**config.mk**
```make
export PLATFORM = sky130hd
export DESIGN_NAME = siq_inquiry
export DESIGN_NICKNAME = d
export VERILOG_FILES = /design/src/design/siq_pkg.sv /design/src/design/siq_inquiry.sv
export SDC_FILE = /design/constraint.sdc
export NUM_CORES = 1
export LEC_CHECK = 0
export BUFFER_PORTS_ARGS = -buffer_cell sky130_fd_sc_hd__buf_2
export CORE_AREA = 2 2 247 297
export CTS_BUF_LIST = sky130_fd_sc_hd__clkbuf_8
export DETAILED_ROUTE_END_ITERATION = 8
export DIE_AREA = 0 0 249 299
export GPL_TIMING_DRIVEN = 1
export MAX_ROUTING_LAYER = met4
export PLACE_DENSITY = 0.75
export RECOVER_POWER = 25
export SYNTH_ARGS = -nofsm -noshare
export SYNTH_HDL_FRONTEND = slang
export SYNTH_SLANG_ARGS = --single-unit
```
**constraint.sdc**
```tcl
create_clock -name aclk -period 4.6 [get_ports aclk]
set_input_delay 0.46 -clock aclk [delete_from_list [all_inputs] [get_ports aclk]]
set_output_delay 0.46 -clock aclk [all_outputs]
set_load 0.03 [all_outputs]
```
**src/design/siq_pkg.sv**
```systemverilog
// constants, field layout and enumerations of the inquiry response generator
//
// Behaviour
// RQ1 - standard byte 1: removable flag set, modifier zero
// RQ2 - byte 2: iso and ecma zero, ansi two
// RQ3 - byte 3: capability bits zero, format two
// RQ4 - byte 4 additional length 65h
// RQ5 - byte 7: only synchronous transfer bit set
// RQ6 - bytes 8-15 vendor name plus space
// RQ7 - bytes 16-31 product name, space, configuration id
// RQ8 - bytes 32-35 four character firmware revision
// RQ9 - bytes 36-55 blanks by default, customisable
// RQ10 - bytes 5, 6 and 56-95 carry nothing
// RQ11 - bytes 96-105 serial, blank padded at end
// RQ12 - supported pages byte 0: qualifier 0, type 01h
// RQ13 - supported pages: code 00h, length 02h
// RQ14 - supported pages list 00h then 80h
// RQ15 - serial page byte 0: 01h, 7Fh if lun nonzero
// RQ16 - serial page: code 80h, length 0Ah
// RQ17 - serial page bytes 4-13 serial, blank padded
// RQ18 - standard byte 0: 01h, 7Fh if lun nonzero
// RQ19 - select bit and page code choose response
// RQ20 - send lesser of allocation and response size
// RQ21 - reserved bits and bytes driven zero
// RQ22 - identity strings loaded into store at reset
package siq_pkg;

  // ****************************************
  // register map
  // ****************************************
  localparam logic [11:0] SIQ_CTRL_OFS = 12'h000; // command register
  localparam logic [11:0] SIQ_STAT_OFS = 12'h004; // status register
  localparam logic [11:0] SIQ_SLEN_OFS = 12'h008; // serial length register
  localparam logic [11:0] SIQ_ID_OFS = 12'h100; // identity store window
  localparam int SIQ_ID_BYTES = 58; // store size in bytes
  localparam int SIQ_ID_SER = 48; // first serial byte in store

  // ****************************************
  // field positions
  // ****************************************
  localparam int SIQ_C_START = 0; // start bit
  localparam int SIQ_C_PRODUCT_DATA_SELECT = 1; // product data select bit
  localparam int SIQ_C_PAGE = 8; // page code low bit
  localparam int SIQ_C_LUN = 16; // lun low bit
  localparam int SIQ_C_ALLOC = 24; // allocation length low bit
  localparam int SIQ_S_BUSY = 0; // busy bit
  localparam int SIQ_S_DONE = 1; // done bit
  localparam int SIQ_S_BAD = 2; // bad selection bit
  localparam int SIQ_S_CNT = 8; // byte count low bit

  // ****************************************
  // reset values
  // ****************************************
  localparam logic [7:0] SIQ_PAGE_RST = 8'h00; // page code after reset
  localparam logic [7:0] SIQ_ALLOC_RST = 8'h00; // allocation after reset
  localparam logic [3:0] SIQ_SLEN_RST = 4'hA; // serial length after reset

  // ****************************************
  // response sizes and fixed bytes
  // ****************************************
  localparam logic [6:0] SIQ_STD_LEN = 7'h6A; // standard data size
  localparam logic [6:0] SIQ_SUP_LEN = 7'h06; // supported pages size
  localparam logic [6:0] SIQ_SER_LEN = 7'h0E; // serial page size
  localparam logic [7:0] SIQ_DEV_SEQ = 8'h01; // sequential access type
  localparam logic [7:0] SIQ_LUN_BAD = 8'h7F; // invalid unit code
  localparam logic [7:0] SIQ_RMB_BYTE = 8'h80; // removable, modifier zero
  localparam logic [7:0] SIQ_VER_BYTE = 8'h02; // ansi version two
  localparam logic [7:0] SIQ_FMT_BYTE = 8'h02; // response format two
  localparam logic [7:0] SIQ_ADD_LEN = 8'h65; // additional length
  localparam logic [7:0] SIQ_CAP_BYTE = 8'h10; // synchronous only
  localparam logic [7:0] SIQ_PG_SUP = 8'h00; // supported pages code
  localparam logic [7:0] SIQ_PG_SER = 8'h80; // serial page code
  localparam logic [7:0] SIQ_SUP_PLEN = 8'h02; // supported page length
  localparam logic [7:0] SIQ_SER_PLEN = 8'h0A; // serial page length
  localparam logic [7:0] SIQ_BLANK = 8'h20; // ascii space
  localparam logic [7:0] SIQ_ZERO = 8'h00; // reserved content
  localparam logic [1:0] SIQ_OKAY = 2'h0; // axi okay
  localparam logic [1:0] SIQ_SLVERR = 2'h2; // axi slave error

  // ****************************************
  // enumerations
  // ****************************************
  typedef enum logic [1:0] {SIQ_R_STD, SIQ_R_SUP, SIQ_R_SER} siq_resp_t;
  typedef enum logic {SIQ_IDLE, SIQ_SEND} siq_state_t;

endpackage

```
**src/design/siq_inquiry.sv**
```systemverilog
// inquiry response generator with axi4-lite control and byte stream out
//
// Chosen here: the register addresses and the AXI4-Lite slave port.
`timescale 1ns/100ps
module siq_inquiry #(
  parameter logic [63:0] VENDOR_ID = 64'h56454E444F525820, // arbitrary value
  parameter logic [127:0] PRODUCT_ID = 128'h505244542D303030_2043464730303030, // arbitrary
  parameter logic [31:0] REVISION = 32'h30303030, // arbitrary value
  parameter logic [159:0] VENDOR_SPEC = {20{8'h20}}, // blanks by default
  parameter logic [79:0] SERIAL = 80'h30303030303030303030, // arbitrary value
  parameter logic [3:0] SERIAL_LEN = siq_pkg::SIQ_SLEN_RST // used serial chars
) (
  input wire logic aclk, // 100 mhz clock
  input wire logic aresetn, // synchronous reset, active low
  input wire logic [11:0] s_axi_awaddr, // write address
  input wire logic s_axi_awvalid, // write address valid
  output logic s_axi_awready, // write address ready
  input wire logic [31:0] s_axi_wdata, // write data
  input wire logic [3:0] s_axi_wstrb, // write byte enables
  input wire logic s_axi_wvalid, // write data valid
  output logic s_axi_wready, // write data ready
  output logic [1:0] s_axi_bresp, // write response
  output logic s_axi_bvalid, // write response valid
  input wire logic s_axi_bready, // write response ready
  input wire logic [11:0] s_axi_araddr, // read address
  input wire logic s_axi_arvalid, // read address valid
  output logic s_axi_arready, // read address ready
  output logic [31:0] s_axi_rdata, // read data
  output logic [1:0] s_axi_rresp, // read response
  output logic s_axi_rvalid, // read data valid
  input wire logic s_axi_rready, // read data ready
  output logic out_valid, // inquiry byte valid
  input wire logic out_ready, // initiator takes byte
  output logic [7:0] out_data, // inquiry byte
  output logic out_last // final byte of transfer
);

  // ****************************************
  // declarations
  // ****************************************
  // reset image of the text fields, vendor name first
  localparam logic [383:0] ID_IMG = {VENDOR_ID, PRODUCT_ID, REVISION, VENDOR_SPEC};
  logic [7:0] id_mem [siq_pkg::SIQ_ID_BYTES]; // identity store
  logic [3:0] ser_len; // serial characters in use
  logic product_data_select; // product data select
  logic [7:0] page; // requested page code
  logic [2:0] lun; // addressed unit
  logic [7:0] alloc; // allocation length
  logic start_req; // start pulse from bus
  logic done; // sticky transfer complete
  logic bad_sel; // unsupported selection seen
  siq_pkg::siq_state_t state; // transfer state
  siq_pkg::siq_resp_t cur_sel; // latched response kind
  logic cur_lun_bad; // latched invalid unit
  logic [6:0] idx; // index of byte on output
  logic [6:0] len; // bytes to send
  logic [6:0] sent; // bytes taken so far
  siq_pkg::siq_resp_t sel; // decoded response kind
  logic sel_ok; // selection is supported
  logic [6:0] full; // size of decoded response
  logic [6:0] xfer_len; // clipped length
  logic [6:0] nidx; // index being loaded
  siq_pkg::siq_resp_t f_sel; // kind being fetched
  logic f_lun_bad; // unit check being fetched
  logic [7:0] byte_nx; // byte being fetched
  logic take; // handshake on the stream
  logic aw_held; // write address captured
  logic w_held; // write data captured
  logic [11:0] aw_addr; // captured write address
  logic [31:0] w_data; // captured write data
  logic [3:0] w_strb; // captured byte enables
  logic wr_go; // perform the write
  logic [31:0] rd_word; // decoded read data
  logic rd_hit; // read address mapped
  logic wr_hit; // write address mapped

  // ****************************************
  // helpers
  // ****************************************
  // serial byte j with blank fill past the loaded length
  function automatic logic [7:0] ser_byte(input logic [6:0] j);
    logic [7:0] b;
    b = siq_pkg::SIQ_BLANK;
    if (j < {3'h0, ser_len}) begin
      b = id_mem[siq_pkg::SIQ_ID_SER + int'(j)];
    end
    return b;
  endfunction

  // identity window decode, shared by read and write
  function automatic logic id_hit(input logic [11:0] a);
    return (a >= siq_pkg::SIQ_ID_OFS) &&
           (a < siq_pkg::SIQ_ID_OFS + 12'(4 * siq_pkg::SIQ_ID_BYTES));
  endfunction

  // word index inside the identity window
  function automatic int id_idx(input logic [11:0] a);
    return int'((a - siq_pkg::SIQ_ID_OFS) >> 2);
  endfunction

  // ****************************************
  // axi write channel
  // ****************************************
  // address and data accepted independently, held until both are here
  assign s_axi_awready = !aw_held && !s_axi_bvalid;
  assign s_axi_wready = !w_held && !s_axi_bvalid;
  assign wr_go = aw_held && w_held && !s_axi_bvalid;
  assign wr_hit = (aw_addr == siq_pkg::SIQ_CTRL_OFS) ||
                  (aw_addr == siq_pkg::SIQ_STAT_OFS) ||
                  (aw_addr == siq_pkg::SIQ_SLEN_OFS) || id_hit(aw_addr);

  // capture of address and data
  always_ff @(posedge aclk) begin
    if (!aresetn) begin
      aw_held <= 1'b0;
      w_held <= 1'b0;
      aw_addr <= 12'h000;
      w_data <= 32'h00000000;
      w_strb <= 4'h0;
    end else begin
      if (s_axi_awvalid && s_axi_awready) begin
        aw_held <= 1'b1;
        aw_addr <= {s_axi_awaddr[11:2], 2'b00};
      end else if (wr_go) begin
        aw_held <= 1'b0;
      end
      if (s_axi_wvalid && s_axi_wready) begin
        w_held <= 1'b1;
        w_data <= s_axi_wdata;
        w_strb <= s_axi_wstrb;
      end else if (wr_go) begin
        w_held <= 1'b0;
      end
    end
  end

  // write response, unmapped addresses answer slave error
  always_ff @(posedge aclk) begin
    if (!aresetn) begin
      s_axi_bvalid <= 1'b0;
      s_axi_bresp <= siq_pkg::SIQ_OKAY;
    end else if (wr_go) begin
      s_axi_bvalid <= 1'b1;
      s_axi_bresp <= wr_hit ? siq_pkg::SIQ_OKAY : siq_pkg::SIQ_SLVERR;
    end else if (s_axi_bready) begin
      s_axi_bvalid <= 1'b0;
    end
  end

  // ****************************************
  // command register
  // ****************************************
  // fields may change while busy; the transfer latched its own copy
  always_ff @(posedge aclk) begin
    if (!aresetn) begin
      product_data_select <= 1'b0;
      page <= siq_pkg::SIQ_PAGE_RST;
      lun <= 3'h0;
      alloc <= siq_pkg::SIQ_ALLOC_RST;
      start_req <= 1'b0;
    end else begin
      start_req <= 1'b0;
      if (wr_go && aw_addr == siq_pkg::SIQ_CTRL_OFS) begin
        if (w_strb[0]) begin
          product_data_select <= w_data[siq_pkg::SIQ_C_PRODUCT_DATA_SELECT];
          // a start while busy is dropped, not queued
          start_req <= w_data[siq_pkg::SIQ_C_START] && state == siq_pkg::SIQ_IDLE;
        end
        if (w_strb[1]) begin
          page <= w_data[siq_pkg::SIQ_C_PAGE +: 8];
        end
        if (w_strb[2]) begin
          lun <= w_data[siq_pkg::SIQ_C_LUN +: 3];
        end
        if (w_strb[3]) begin
          alloc <= w_data[siq_pkg::SIQ_C_ALLOC +: 8];
        end
      end
    end
  end

  // ****************************************
  // identity store
  // ****************************************
  // strings come up from the parameter image at reset, software may patch
  always_ff @(posedge aclk) begin
    if (!aresetn) begin
      for (int i = 0; i < siq_pkg::SIQ_ID_SER; i++) begin
        id_mem[i] <= ID_IMG[383 - 8 * i -: 8]; // RQ22
      end
      for (int j = 0; j < 10; j++) begin
        id_mem[siq_pkg::SIQ_ID_SER + j] <= SERIAL[79 - 8 * j -: 8]; // RQ22
      end
      ser_len <= SERIAL_LEN;
    end else if (wr_go && w_strb[0]) begin
      if (id_hit(aw_addr)) begin
        id_mem[id_idx(aw_addr)] <= w_data[7:0]; // RQ9
      end
      if (aw_addr == siq_pkg::SIQ_SLEN_OFS) begin
        // lengths above ten clip so padding stays inside the field
        ser_len <= (w_data[3:0] > 4'hA) ? 4'hA : w_data[3:0];
      end
    end
  end

  // ****************************************
  // response selection
  // ****************************************
  // select bit and page code pick one of three responses
  always_comb begin
    sel = siq_pkg::SIQ_R_STD;
    sel_ok = 1'b1;
    full = siq_pkg::SIQ_STD_LEN;
    if (!product_data_select) begin
      sel_ok = (page == siq_pkg::SIQ_PG_SUP); // RQ19
    end else if (page == siq_pkg::SIQ_PG_SUP) begin
      sel = siq_pkg::SIQ_R_SUP; // RQ19
      full = siq_pkg::SIQ_SUP_LEN;
    end else if (page == siq_pkg::SIQ_PG_SER) begin
      sel = siq_pkg::SIQ_R_SER; // RQ19
      full = siq_pkg::SIQ_SER_LEN;
    end else begin
      sel_ok = 1'b0;
    end
    // lesser of allocation and response size
    xfer_len = (alloc < {1'b0, full}) ? alloc[6:0] : full; // RQ20
  end

  // ****************************************
  // byte generator
  // ****************************************
  assign take = out_valid && out_ready;
  assign nidx = (state == siq_pkg::SIQ_IDLE) ? 7'h00 : 7'(idx + 7'h01);
  assign f_sel = (state == siq_pkg::SIQ_IDLE) ? sel : cur_sel;
  assign f_lun_bad = (state == siq_pkg::SIQ_IDLE) ? (lun != 3'h0) : cur_lun_bad;

  // content of the byte at nidx; anything unlisted reads zero
  always_comb begin
    byte_nx = siq_pkg::SIQ_ZERO; // RQ21
    case (f_sel)
      siq_pkg::SIQ_R_STD: begin
        if (nidx == 7'h00) begin
          byte_nx = f_lun_bad ? siq_pkg::SIQ_LUN_BAD : siq_pkg::SIQ_DEV_SEQ; // RQ18
        end else if (nidx == 7'h01) begin
          byte_nx = siq_pkg::SIQ_RMB_BYTE; // RQ1
        end else if (nidx == 7'h02) begin
          byte_nx = siq_pkg::SIQ_VER_BYTE; // RQ2
        end else if (nidx == 7'h03) begin
          byte_nx = siq_pkg::SIQ_FMT_BYTE; // RQ3
        end else if (nidx == 7'h04) begin
          byte_nx = siq_pkg::SIQ_ADD_LEN; // RQ4
        end else if (nidx == 7'h07) begin
          byte_nx = siq_pkg::SIQ_CAP_BYTE; // RQ5
        end else if (nidx >= 7'h08 && nidx < 7'h38) begin
          // vendor, product, revision, vendor specific in one run
          byte_nx = id_mem[int'(nidx) - 8]; // RQ6 RQ7 RQ8 RQ9
        end else if (nidx >= 7'h60) begin
          byte_nx = ser_byte(7'(nidx - 7'h60)); // RQ11
        end else begin
          byte_nx = siq_pkg::SIQ_ZERO; // RQ10
        end
      end
      siq_pkg::SIQ_R_SUP: begin
        case (nidx)
          7'h00: byte_nx = siq_pkg::SIQ_DEV_SEQ; // RQ12
          7'h01: byte_nx = siq_pkg::SIQ_PG_SUP; // RQ13
          7'h03: byte_nx = siq_pkg::SIQ_SUP_PLEN; // RQ13
          7'h04: byte_nx = siq_pkg::SIQ_PG_SUP; // RQ14
          7'h05: byte_nx = siq_pkg::SIQ_PG_SER; // RQ14
          default: byte_nx = siq_pkg::SIQ_ZERO; // RQ21
        endcase
      end
      siq_pkg::SIQ_R_SER: begin
        if (nidx == 7'h00) begin
          byte_nx = f_lun_bad ? siq_pkg::SIQ_LUN_BAD : siq_pkg::SIQ_DEV_SEQ; // RQ15
        end else if (nidx == 7'h01) begin
          byte_nx = siq_pkg::SIQ_PG_SER; // RQ16
        end else if (nidx == 7'h03) begin
          byte_nx = siq_pkg::SIQ_SER_PLEN; // RQ16
        end else if (nidx >= 7'h04) begin
          byte_nx = ser_byte(7'(nidx - 7'h04)); // RQ17
        end
      end
      default: byte_nx = siq_pkg::SIQ_ZERO;
    endcase
  end

  // ****************************************
  // transfer sequencer
  // ****************************************
  assign out_valid = (state == siq_pkg::SIQ_SEND);

  // one byte on the stream at a time, next one fetched on each take
  always_ff @(posedge aclk) begin
    if (!aresetn) begin
      state <= siq_pkg::SIQ_IDLE;
      cur_sel <= siq_pkg::SIQ_R_STD;
      cur_lun_bad <= 1'b0;
      idx <= 7'h00;
      len <= 7'h00;
      out_data <= siq_pkg::SIQ_ZERO;
      out_last <= 1'b0;
    end else begin
      case (state)
        siq_pkg::SIQ_IDLE: begin
          // zero length or bad selection sends nothing
          if (start_req && sel_ok && xfer_len != 7'h00) begin
            state <= siq_pkg::SIQ_SEND; // RQ20
            cur_sel <= sel;
            cur_lun_bad <= (lun != 3'h0);
            idx <= 7'h00;
            len <= xfer_len;
            out_data <= byte_nx;
            out_last <= (xfer_len == 7'h01);
          end
        end
        siq_pkg::SIQ_SEND: begin
          if (take && out_last) begin
            state <= siq_pkg::SIQ_IDLE; // RQ20
            out_last <= 1'b0;
          end else if (take) begin
            idx <= nidx;
            out_data <= byte_nx;
            out_last <= (7'(nidx + 7'h01) == len); // RQ20
          end
        end
        default: state <= siq_pkg::SIQ_IDLE;
      endcase
    end
  end

  // ****************************************
  // status flags
  // ****************************************
  // a new start clears the flags; the ending event wins over it
  always_ff @(posedge aclk) begin
    if (!aresetn) begin
      done <= 1'b0;
      bad_sel <= 1'b0;
      sent <= 7'h00;
    end else begin
      if (start_req) begin
        done <= 1'b0;
        bad_sel <= !sel_ok;
        sent <= 7'h00;
      end
      if (start_req && (!sel_ok || xfer_len == 7'h00)) begin
        done <= 1'b1;
      end
      if (take) begin
        sent <= 7'(sent + 7'h01);
        done <= out_last;
      end
    end
  end

  // ****************************************
  // axi read channel
  // ****************************************
  always_comb begin
    rd_word = 32'h00000000;
    rd_hit = 1'b1;
    if (s_axi_araddr[11:2] == siq_pkg::SIQ_CTRL_OFS[11:2]) begin
      rd_word[siq_pkg::SIQ_C_PRODUCT_DATA_SELECT] = product_data_select;
      rd_word[siq_pkg::SIQ_C_PAGE +: 8] = page;
      rd_word[siq_pkg::SIQ_C_LUN +: 3] = lun;
      rd_word[siq_pkg::SIQ_C_ALLOC +: 8] = alloc;
    end else if (s_axi_araddr[11:2] == siq_pkg::SIQ_STAT_OFS[11:2]) begin
      rd_word[siq_pkg::SIQ_S_BUSY] = (state == siq_pkg::SIQ_SEND) || start_req;
      rd_word[siq_pkg::SIQ_S_DONE] = done;
      rd_word[siq_pkg::SIQ_S_BAD] = bad_sel;
      rd_word[siq_pkg::SIQ_S_CNT +: 7] = sent;
    end else if (s_axi_araddr[11:2] == siq_pkg::SIQ_SLEN_OFS[11:2]) begin
      rd_word[3:0] = ser_len;
    end else if (id_hit({s_axi_araddr[11:2], 2'b00})) begin
      rd_word[7:0] = id_mem[id_idx({s_axi_araddr[11:2], 2'b00})];
    end else begin
      rd_hit = 1'b0;
    end
  end

  assign s_axi_arready = !s_axi_rvalid;

  // registered read answer one cycle after the address is taken
  always_ff @(posedge aclk) begin
    if (!aresetn) begin
      s_axi_rvalid <= 1'b0;
      s_axi_rdata <= 32'h00000000;
      s_axi_rresp <= siq_pkg::SIQ_OKAY;
    end else if (s_axi_arvalid && s_axi_arready) begin
      s_axi_rvalid <= 1'b1;
      s_axi_rdata <= rd_word;
      s_axi_rresp <= rd_hit ? siq_pkg::SIQ_OKAY : siq_pkg::SIQ_SLVERR;
    end else if (s_axi_rready) begin
      s_axi_rvalid <= 1'b0;
    end
  end

endmodule

```
# Word-level counts from Yosys, hierarchy flattened
# Memories as Yosys holds them, arrays and structs flattened.
# Index checks and enable logic that the tools add are counted.
[totals]
reg_bits = 142
inputBits = 68
n_memories = 1
ramBits = 464
[op_classes]
add_sub_neg = 10
n_reduce_logical = 52
eq_ne = 19
muxes = 84
magnitude_cmp = 12
bitwise_logic = 1
[mem_list]
columns = ["name", "words", "word_bits", "rd", "rd_clocked_by_memory_dff", "wr", "line", "rtl"]
rows = [
  ["id_mem", 58, 8, 4, 0, 58, "siq_inquiry.sv:43", "logic [7:0] id_mem [siq_pkg::SIQ_ID_BYTES];"],
]
[op_table]
columns = ["operator", "n"]
rows = [
  ["$mux 8", 20],
  ["$mux 7", 13],
  ["$pmux 8 s3", 2],
  ["$mux 1", 31],
  ["$ge 12x9->1 const B", 2],
  ["$lt 12x9->1 const B", 2],
  ["$add 7x1->7 const B", 3],
  ["$eq 7x3->1 const B", 3],
  ["$eq 10x1->1 const B", 2],
  ["$eq 10x2->1 const B", 2],
  ["$logic_and 1x1->1", 18],
  ["$mux 4", 4],
  ["$pmux 8 s2", 1],
  ["$sub 8x1->8 const B", 2],
  ["$eq 7x1->1 const B", 2],
  ["$eq 7x2->1 const B", 2],
  ["$logic_not 7->1", 2],
  ["$lt 7x4->1", 2],
  ["$pmux 7 s2", 1],
  ["$reduce_and 2->1", 7],
  ["$add 6x6->6 const A", 2],
  ["$logic_not 12->1", 1],
  ["$mux 2", 6],
  ["$mux 6", 2],
  ["30 further kinds", 46],
]

# Longest topological paths before layout
# Gate-level depths: netlist of run 1.
# An unclocked memory read counts as a cell.
[depth]
word_depth = 18
ltp_mapped = 16
ltp_nobuf = 15

# Least setup slack after synthesis of run 1
# No wires, ideal clock.
[synth_timing]
kind = "flip-flop to flip-flop"
from = "reg state (netlist: out_valid)"
to = "reg out_data[7]"
stages_incl_launch_ff = 17
arrival_time_ps = 3416
slack_ps = 1109
required_time_ps = 4526
path_buffers = 4
cell_sequence = "dfxtp_1 -> buf_4 -> and2_1 -> mux2_4 -> inv_2 -> buf_2 -> buf_2 -> buf_2 -> ha_1 -> and3_1 -> nor4_1 -> nor4b_1 -> o2111ai_1 -> nand2b_4 -> or3_1 -> a31o_1 -> a31oi_1"
[synth_between]
elab_chain_cells = 17
word_cells_on_any_way = 52
classes_between = "add/sub: 5; order compare: 6; eq/ne: 11; mux: 22; bitwise: 1; reduce/logical: 6; memory: 1"
[synth_rtl]
columns = ["element", "line", "rtl"]
rows = [
  ["start: declaration", "siq_inquiry.sv:52", "siq_pkg::siq_state_t state;"],
  ["start signal: assignment", "siq_inquiry.sv:296", "state <= siq_pkg::SIQ_IDLE;"],
  ["start signal: assignment", "siq_inquiry.sv:308", "state <= siq_pkg::SIQ_SEND;"],
  ["start signal: assignment", "siq_inquiry.sv:319", "state <= siq_pkg::SIQ_IDLE;"],
  ["$mux 7", "siq_inquiry.sv:233", "assign nidx = (state == siq_pkg::SIQ_IDLE) ? 7'h00 : 7'(idx + 7'h01);"],
  ["$sub 7x7->7", "siq_inquiry.sv:258", "byte_nx = ser_byte(7'(nidx - 7'h60));"],
  ["$add 6x6->6", "siq_inquiry.sv:85", "b = id_mem[siq_pkg::SIQ_ID_SER + int'(j)];"],
  ["$mem_v2 58x8", "-", ""],
  ["$mux 8", "siq_inquiry.sv:84", "if (j < {3'h0, ser_len}) begin"],
  ["$mux 8", "siq_inquiry.sv:257", "end else if (nidx >= 7'h60) begin"],
  ["$mux 8", "siq_inquiry.sv:254", "end else if (nidx >= 7'h08 && nidx < 7'h38) begin"],
  ["$mux 8", "siq_inquiry.sv:252", "end else if (nidx == 7'h07) begin"],
  ["$mux 8", "siq_inquiry.sv:250", "end else if (nidx == 7'h04) begin"],
  ["$mux 8", "siq_inquiry.sv:248", "end else if (nidx == 7'h03) begin"],
  ["$mux 8", "siq_inquiry.sv:246", "end else if (nidx == 7'h02) begin"],
  ["$mux 8", "siq_inquiry.sv:244", "end else if (nidx == 7'h01) begin"],
  ["$mux 8", "siq_inquiry.sv:242", "if (nidx == 7'h00) begin"],
  ["$pmux 8 s3", "siq_inquiry.sv:240", "case (f_sel)"],
  ["$mux 8", "siq_inquiry.sv:321", "end else if (take) begin"],
  ["$mux 8", "siq_inquiry.sv:318", "if (take && out_last) begin"],
  ["$pmux 8 s2", "siq_inquiry.sv:304", "case (state)"],
  ["end signal: assignment", "siq_inquiry.sv:301", "out_data <= siq_pkg::SIQ_ZERO;"],
  ["end signal: assignment", "siq_inquiry.sv:313", "out_data <= byte_nx;"],
  ["end signal: assignment", "siq_inquiry.sv:323", "out_data <= byte_nx;"],
  ["end: declaration", "siq_inquiry.sv:34", "output logic [7:0] out_data,"],
]
# Several ways; a longest one is shown, not always the timed one. The select of a mux whose other input is x is not followed.
# A chain may end at the register's enable or synchronous reset.

==> results of run 1 <==
-- flip-flops by register name (all words and copies together) (netlist names), 2 cells and up --
signal	count
id_mem	512
out_data	8
idx	7
alloc	8
w_data	27
ser_len	4
lun	3
len	7
cur_sel	2
sent	7
page	8
aw_addr	10
s_axi_rdata	27
w_strb	4
-- cell families (layout without fill, tap and decap cells) --
logic type               count (synthesis)  after routing  share of synthesized area
flip-flops                             647            647                      0.510
AND/OR/NAND/NOR                       1104           1104                      0.163
adder cells (fa/ha/maj)                 15             15                    0.00529
AO/OA/AOI/OAI                          714            714                      0.127
buffers and inverters                  332            475                     0.0400
multiplexers                           309            309                      0.152
other                                    1             63                   0.000106
XOR/XNOR                                12             12                    0.00317
-- final timing paths --
path,startpoint,end,slack [ns],cells after the start
setup reg to reg,aw_addr[7]$_SDFFE_PN0P_,id_mem[4][7]$_SDFFCE_PN0P_,0.36,7
hold reg to reg,s_axi_rdata[29]$_SDFFE_PN0P_,s_axi_rdata[29]$_SDFFE_PN0P_,0.45,2
setup / recovery,aw_addr[7]$_SDFFE_PN0P_,id_mem[4][7]$_SDFFCE_PN0P_,0.36,7
hold / removal,out_ready,out_valid$_SDFF_PN0_,0.12,4
-- cells in the mapped netlist, types with 13 or more instances --
cell,number
edfxtp_1,512
nor3_1,33
nand2b_1,15
a31oi_1,15
nand2_1,246
dfxtp_1,135
o221ai_1,14
buf_4,16
o211ai_1,21
a21oi_1,207
mux2_2,75
buf_1,23
nor2_1,185
nor4_1,15
mux4_2,175
inv_1,23
a211oi_1,20
and3_1,13
buf_2,62
o21ai_0,112
a22oi_1,23
ha_1,15
o22ai_1,184
nand3_1,58
clkbuf_1,199
mux2i_1,56
and2_1,355
or3_1,128
-- report_power, final --
part	internal [uW]	total (uW)	switching, uW
clock network	2230	4520	2290
registers	6470	6620	144
logic	381	1020	636
total	9090	12200	3070
-- critical path, delay by kind of cell, from the launching register on --
| family | cells | cell delay, ns |
|---|---|---|
| AND/OR/NAND/NOR | 3 | 1.25 |
| AO/OA/AOI/OAI | 2 | 1.09 |
| buffers and inverters | 2 | 0.97 |
| flip-flops | 1 | 0.52 |
-- final cells by class --
type	count	share of cell area
tap	935	0.0297
inverter	28	0.00283
sequential	647	0.460
clock buffer	110	0.0385
multi-input combinational	2209	0.412
antenna	8	0.000509
clock inverter	61	0.00751
timing repair buffer	276	0.0488
-- through the flow --
step,hold WS [ns],power (uW),util
floorplan,0.431,7300,-
global placement,0.437,7670,0.518
detailed placement,0.443,7690,0.518
CTS,0.0793,12200,0.550
global route,0.138,12500,0.548
finish,0.125,12200,0.548
-- layout by cell type (no fill, tap or decap), drive strengths merged, types with 10 or more instances in the layout --
| cell | netlist | final |
|---|---|---|
| a211oi | 21 | 21 |
| a21oi | 207 | 207 |
| a22oi | 23 | 23 |
| a31oi | 16 | 16 |
| and2 | 355 | 355 |
| and3 | 14 | 14 |
| buf | 105 | 170 |
| clkbuf | 199 | 172 |
| clkinv | 2 | 25 |
| conb | 1 | 55 |
| dfxtp | 135 | 135 |
| dlygate4sd3 | 0 | 44 |
| edfxtp | 512 | 512 |
| ha | 15 | 15 |
| inv | 26 | 59 |
| mux2 | 77 | 77 |
| mux2i | 57 | 57 |
| mux4 | 175 | 175 |
| nand2 | 248 | 248 |
| nand2b | 16 | 16 |
| nand3 | 59 | 59 |
| nand3b | 10 | 10 |
| nor2 | 185 | 185 |
| nor3 | 33 | 33 |
| nor4 | 16 | 16 |
| o211ai | 21 | 21 |
| o21ai | 117 | 117 |
| o221ai | 14 | 14 |
| o22ai | 184 | 184 |
| or3 | 129 | 129 |
| xnor2 | 10 | 10 |
-- metal layers --
metal,up-vias,global-route usage,wire length (um)
li1,12100,-,-
met1,13700,0.378,40200
met2,1994,0.508,55700
met3,462,0.0692,13500
met4,0,0.219,8860
met5,-,-,0
-- what timing repair did --
item	in CTS	in global routing
hold endpoints to repair	43	0
hold buffers	44	0
endpoints found under the setup margin	0	0
==> summary.txt, run 1 <==
synth top area cells - edfxtp_1, mux4_2, dfxtp_1
# fillers - 5915
Hold Path Class - input port to register
Rows - 108
share of post-route cells with drive strength above 1 - 0.178
drt initial violations - 3786
Mapped Area - 35500 um2
die height - 299 um
Worst path max stage delay - 0.85 ns
CTS resizes - 0
area occupied by multi-input gates - 16200 um2
Routed Antenna Nets - 0
dpl cells - 4051
setup bufs post-CTS - 0
startpoint types - register
Finish-stage setup viols - 0
pin count of the biggest net entering global routing - 74
max_slew headroom - -1.34
Final min period - 4.24 ns
worst path cell trace - nand3_1 -> clkbuf_1 -> o2111ai_1 -> nor3_1 -> nand2_1 -> buf_4 -> o21ai_0
Avg Cell Area, Syn - 11.3 um2
drt wl/cell - 27.7 um
Pwr Density - 309 nW/um2
clock slew at reported path FFs - 0.07 ns
clk buf depth - 3
CP arrival - 4.58 ns
VDD IR max - 204 uV
post-route insts no fill - 4274
RePlAce Congestion - 1.03
wirelength, routed - 118 mm
gr usage total - 0.325
Setup crit end kind - register
Initial Util - 0.494
Yosys cell types - 91
Synth async-reset ratio - 0
worst-path fanout max - 12
Vias - 28300
dpl hpwl - 79.6 mm
CTS buffer count - 99
failing checks - max-capacitance violations, max-slew violations
RSZ-0062 raised after global routing - no
CTS tree - yes
Final Hold Violating Endpoints - 0
clk_skew - 0.0411 ns
Nets - 3344
final worst-path cycle share - 0.922
initial antenna violation count - 8
Skew-Pair Late Insertion Delay - 0.77 ns
Max stage delay cell, worst path - o21ai_0
sequential area share after synthesis - 0.510
Fin Setup TNS - 0 ns
vias in the first global route - 27800
status - complete, but fails checks
pins over their slew limit - 479
DP Area - 37200 um2
die area - 74500 um2
critical path class - register to register
Post-synth EDFFs - 512
H-tree depth - 3
TritonCTS Sinks - 647
DRC Markers - 0
die width - 249 um
design area - 39300 um2
leak pwr - 0.0131 uW
root cell of the clock tree - clkbuf_8
Layout area overhead - 10.9%
core area - 71800 um2
dpl ws - 0.594 ns
FF/Latch Area - 18100 um2
Worst Slack Setup Final - 0.359 ns
max cap viols - 9
Critical Path RT - 4.94 ns
DR pass1 iterations - 6
via density per instance - 6.63
io pins - 119
worst slew pin tran - 3.51 ns
FMAX - 236 MHz
Syn Inst Count - 3134
Seq cells post-synth - 647
Synth Warn # - 0
Port-buffer cells - 102
dominant cell type by area after synthesis - edfxtp_1
global-route wire length before repair - 176 mm
Congestion Overflow GR - 0
top_reg_cell synth - edfxtp_1
top cell type's share of synthesized area - 0.433
No activity file was read; power rests on OpenSTA's default activity.
==> inputs of run 2 (changes only) <==
Settings changed: BUFFER_PORTS_ARGS -buffer_cell sky130_fd_sc_hd__buf_2 to default, DONT_BUFFER_PORTS from default to 1, PLACE_DENSITY 0.75 to 0.76.
Clock period 4.6 ns to 3.8 ns, I/O delays scaled along.
==> run 2 against run 1 <==
The flow still finishes with violations (max-capacitance violations, max-slew violations). Clock skew is 0.0099 ns lower. Sequential power is 21% higher. Global-route usage is 0.52 points higher. Combinational power is 6% higher. Hold slack worse by 0.083 ns. Die area stayed put. Non-clock buffer count is 43 lower. Setup slack worse by 0.16 ns. Critical path type unchanged. Critical endpoint is now out_data[7]$_SDFFE_PN0P_. Critical path depth is 5 higher.
==> summary.txt, run 2 (same netlist as run 1, synthesis figures left out) <==
CP delay by family, top - simple AND/OR/NAND/NOR gates
CP arrival - 4.27 ns
gr usage total - 0.330
Rows - 108
die height - 299 um
worst-path fanout max - 57
Max stage delay cell, worst path - ha_4
largest registers - id_mem: 512 flops, s_axi_rdata: 27 flops, w_data: 27 flops
initial antenna violation count - 6
VDD IR max - 322 uV
DR pass1 iterations - 6
io pins - 119
hold path endpoint - id_mem[15][2]$_SDFFCE_PN0P_
drt initial violations - 3740
Routed Antenna Nets - 0
Fin Setup TNS - 0 ns
worst slew pin tran - 2.74 ns
critical path class - register to register
Skew-Pair Late Insertion Delay - 0.76 ns
clk_skew - 0.0312 ns
Hold Path Class - input port to register
H-tree depth - 3
max_slew headroom - -0.830
final worst-path cycle share - 0.948
Pwr Density - 385 nW/um2
clk buf depth - 3
die width - 249 um
TritonCTS Sinks - 647
Final min period - 3.60 ns
CTS tree - yes
RePlAce Congestion - 0.991
via density per instance - 6.71
Final Hold Violating Endpoints - 0
worst path cell trace - ha_4 -> buf_12 -> nand2b_1 -> nand2_1 -> buf_4 -> nor2_1 -> o21a_1 -> nor3b_1 -> buf_4 -> o211ai_1 -> a31o_1 -> a31oi_1
commonest cells after routing, fill and taps aside - edfxtp_1, and2_1, nand2_1
DRC Markers - 0
Nets - 3304
RR Endpoint - out_data[7]$_SDFFE_PN0P_
root cell of the clock tree - clkbuf_8
Switch Pwr - 3780 uW
global-route wire length before repair - 177 mm
R2R cell count - 12
Final Util - 0.552
Critical Path RT - 4.47 ns
max reg flops - 512
FMAX - 278 MHz
CTS buffer count - 102
Buf/Inv on CP - 3
hold path start - aresetn
Initial Util - 0.494
r2r startpoint - idx[1]$_SDFFE_PN0P_
Switching Fraction - 0.248
failing checks - max-capacitance violations, max-slew violations
Largest Register - id_mem
reg2reg setup slack - 0.20 ns
Layout area overhead - 11.7%
drt wl/cell - 28.5 um
Comb pwr share - 0.071
startpoint types - register
cell mode on critical path - buf_4
status - complete, but fails checks
Congestion Overflow GR - 0
max cap viols - 10
Finish-stage setup viols - 0
vias in the first global route - 27500
Setup crit end kind - register
most common cell after layout, fill and taps aside - edfxtp_1
Reg power frac - 0.527
hold path cells - 2
leak pwr - 0.0132 uW
share of post-route cells with drive strength above 1 - 0.185
Port-buffer cells - 0
wirelength, routed - 121 mm
dpl hpwl - 79.3 mm
clock slew at reported path FFs - 0.07 ns
core area - 71800 um2
die area - 74500 um2
Int Power - 11500 uW
Clock Power Share - 0.402
Vias - 28500
RSZ-0062 raised after global routing - no
Worst path max stage delay - 0.49 ns
pins over their slew limit - 450
pin count of the biggest net entering global routing - 144
## run 2: what timing repair did
action,CTS,global route
hold buffers,51,0
resized for setup,0,1
hold endpoints to repair,175,0
endpoints found under the setup margin,0,6
buffers inserted,0,0
## run 2: power by group through the flow
| stage | Sequential (uW) | Clock [uW] | Combinational [uW] |
|---|---|---|---|
| floorplan | 8070 | 0 | 764 |
| global placement | 8160 | 0 | 971 |
| detailed placement | 8170 | 0 | 984 |
| CTS | 8020 | 6150 | 1050 |
| global route | 8040 | 6440 | 1110 |
| finish | 8030 | 6130 | 1080 |
## run 2: worst max path at each step
stage                    startpoint                       end  slack (ns)  cells after the start
5_1_grt         idx[1]$_SDFFE_PN0P_  out_data[5]$_SDFFE_PN0P_        0.05                     15
6_report        idx[1]$_SDFFE_PN0P_  out_data[7]$_SDFFE_PN0P_        0.20                     12
4_1_cts        page[3]$_SDFFE_PN0P_       len[6]$_SDFFE_PN0P_        0.18                     13
3_3_place_gp    idx[2]$_SDFFE_PN0P_  out_data[7]$_SDFFE_PN0P_        0.28                     14
2_1_floorplan  out_valid$_SDFF_PN0_  out_data[7]$_SDFFE_PN0P_        0.31                     16
3_5_place_dp   page[3]$_SDFFE_PN0P_       len[2]$_SDFFE_PN0P_        0.25                     13
## run 2: metrics by stage
stage                     instances  total power, uW  hold WS (ns)  setup WS [ns]  instance area (um2)
final                          4249            15200        0.0414          0.197                39600
after global routing           4249            15600        0.0114         0.0455                39600
after CTS                      4243            15200      0.000331          0.181                39700
after detailed placement       4001             9160         0.445          0.249                37100
after global placement         4000             9130         0.438          0.281                37100
after floorplan                3188             8830         0.431          0.309                35700
## run 2: per-layer routing
metal	up-vias	routed length (um)	GRT usage
li1	12000	-	-
met3	499	14000	0.0685
met2	2171	57400	0.526
met1	13800	40700	0.381
met4	0	9070	0.213
met5	-	0	-
## run 2: area by class of cell
class / count / area, um2
Antenna cell: 6 / 15.0
Clock inverter: 77 / 510
Timing Repair Buffer: 233 / 1940
Clock buffer: 114 / 1570
Multi-Input combinational cell: 2209 / 16200
Inverter: 28 / 111
Fill cell: 5860 / 32100
Tap cell: 935 / 1170
Sequential cell: 647 / 18100
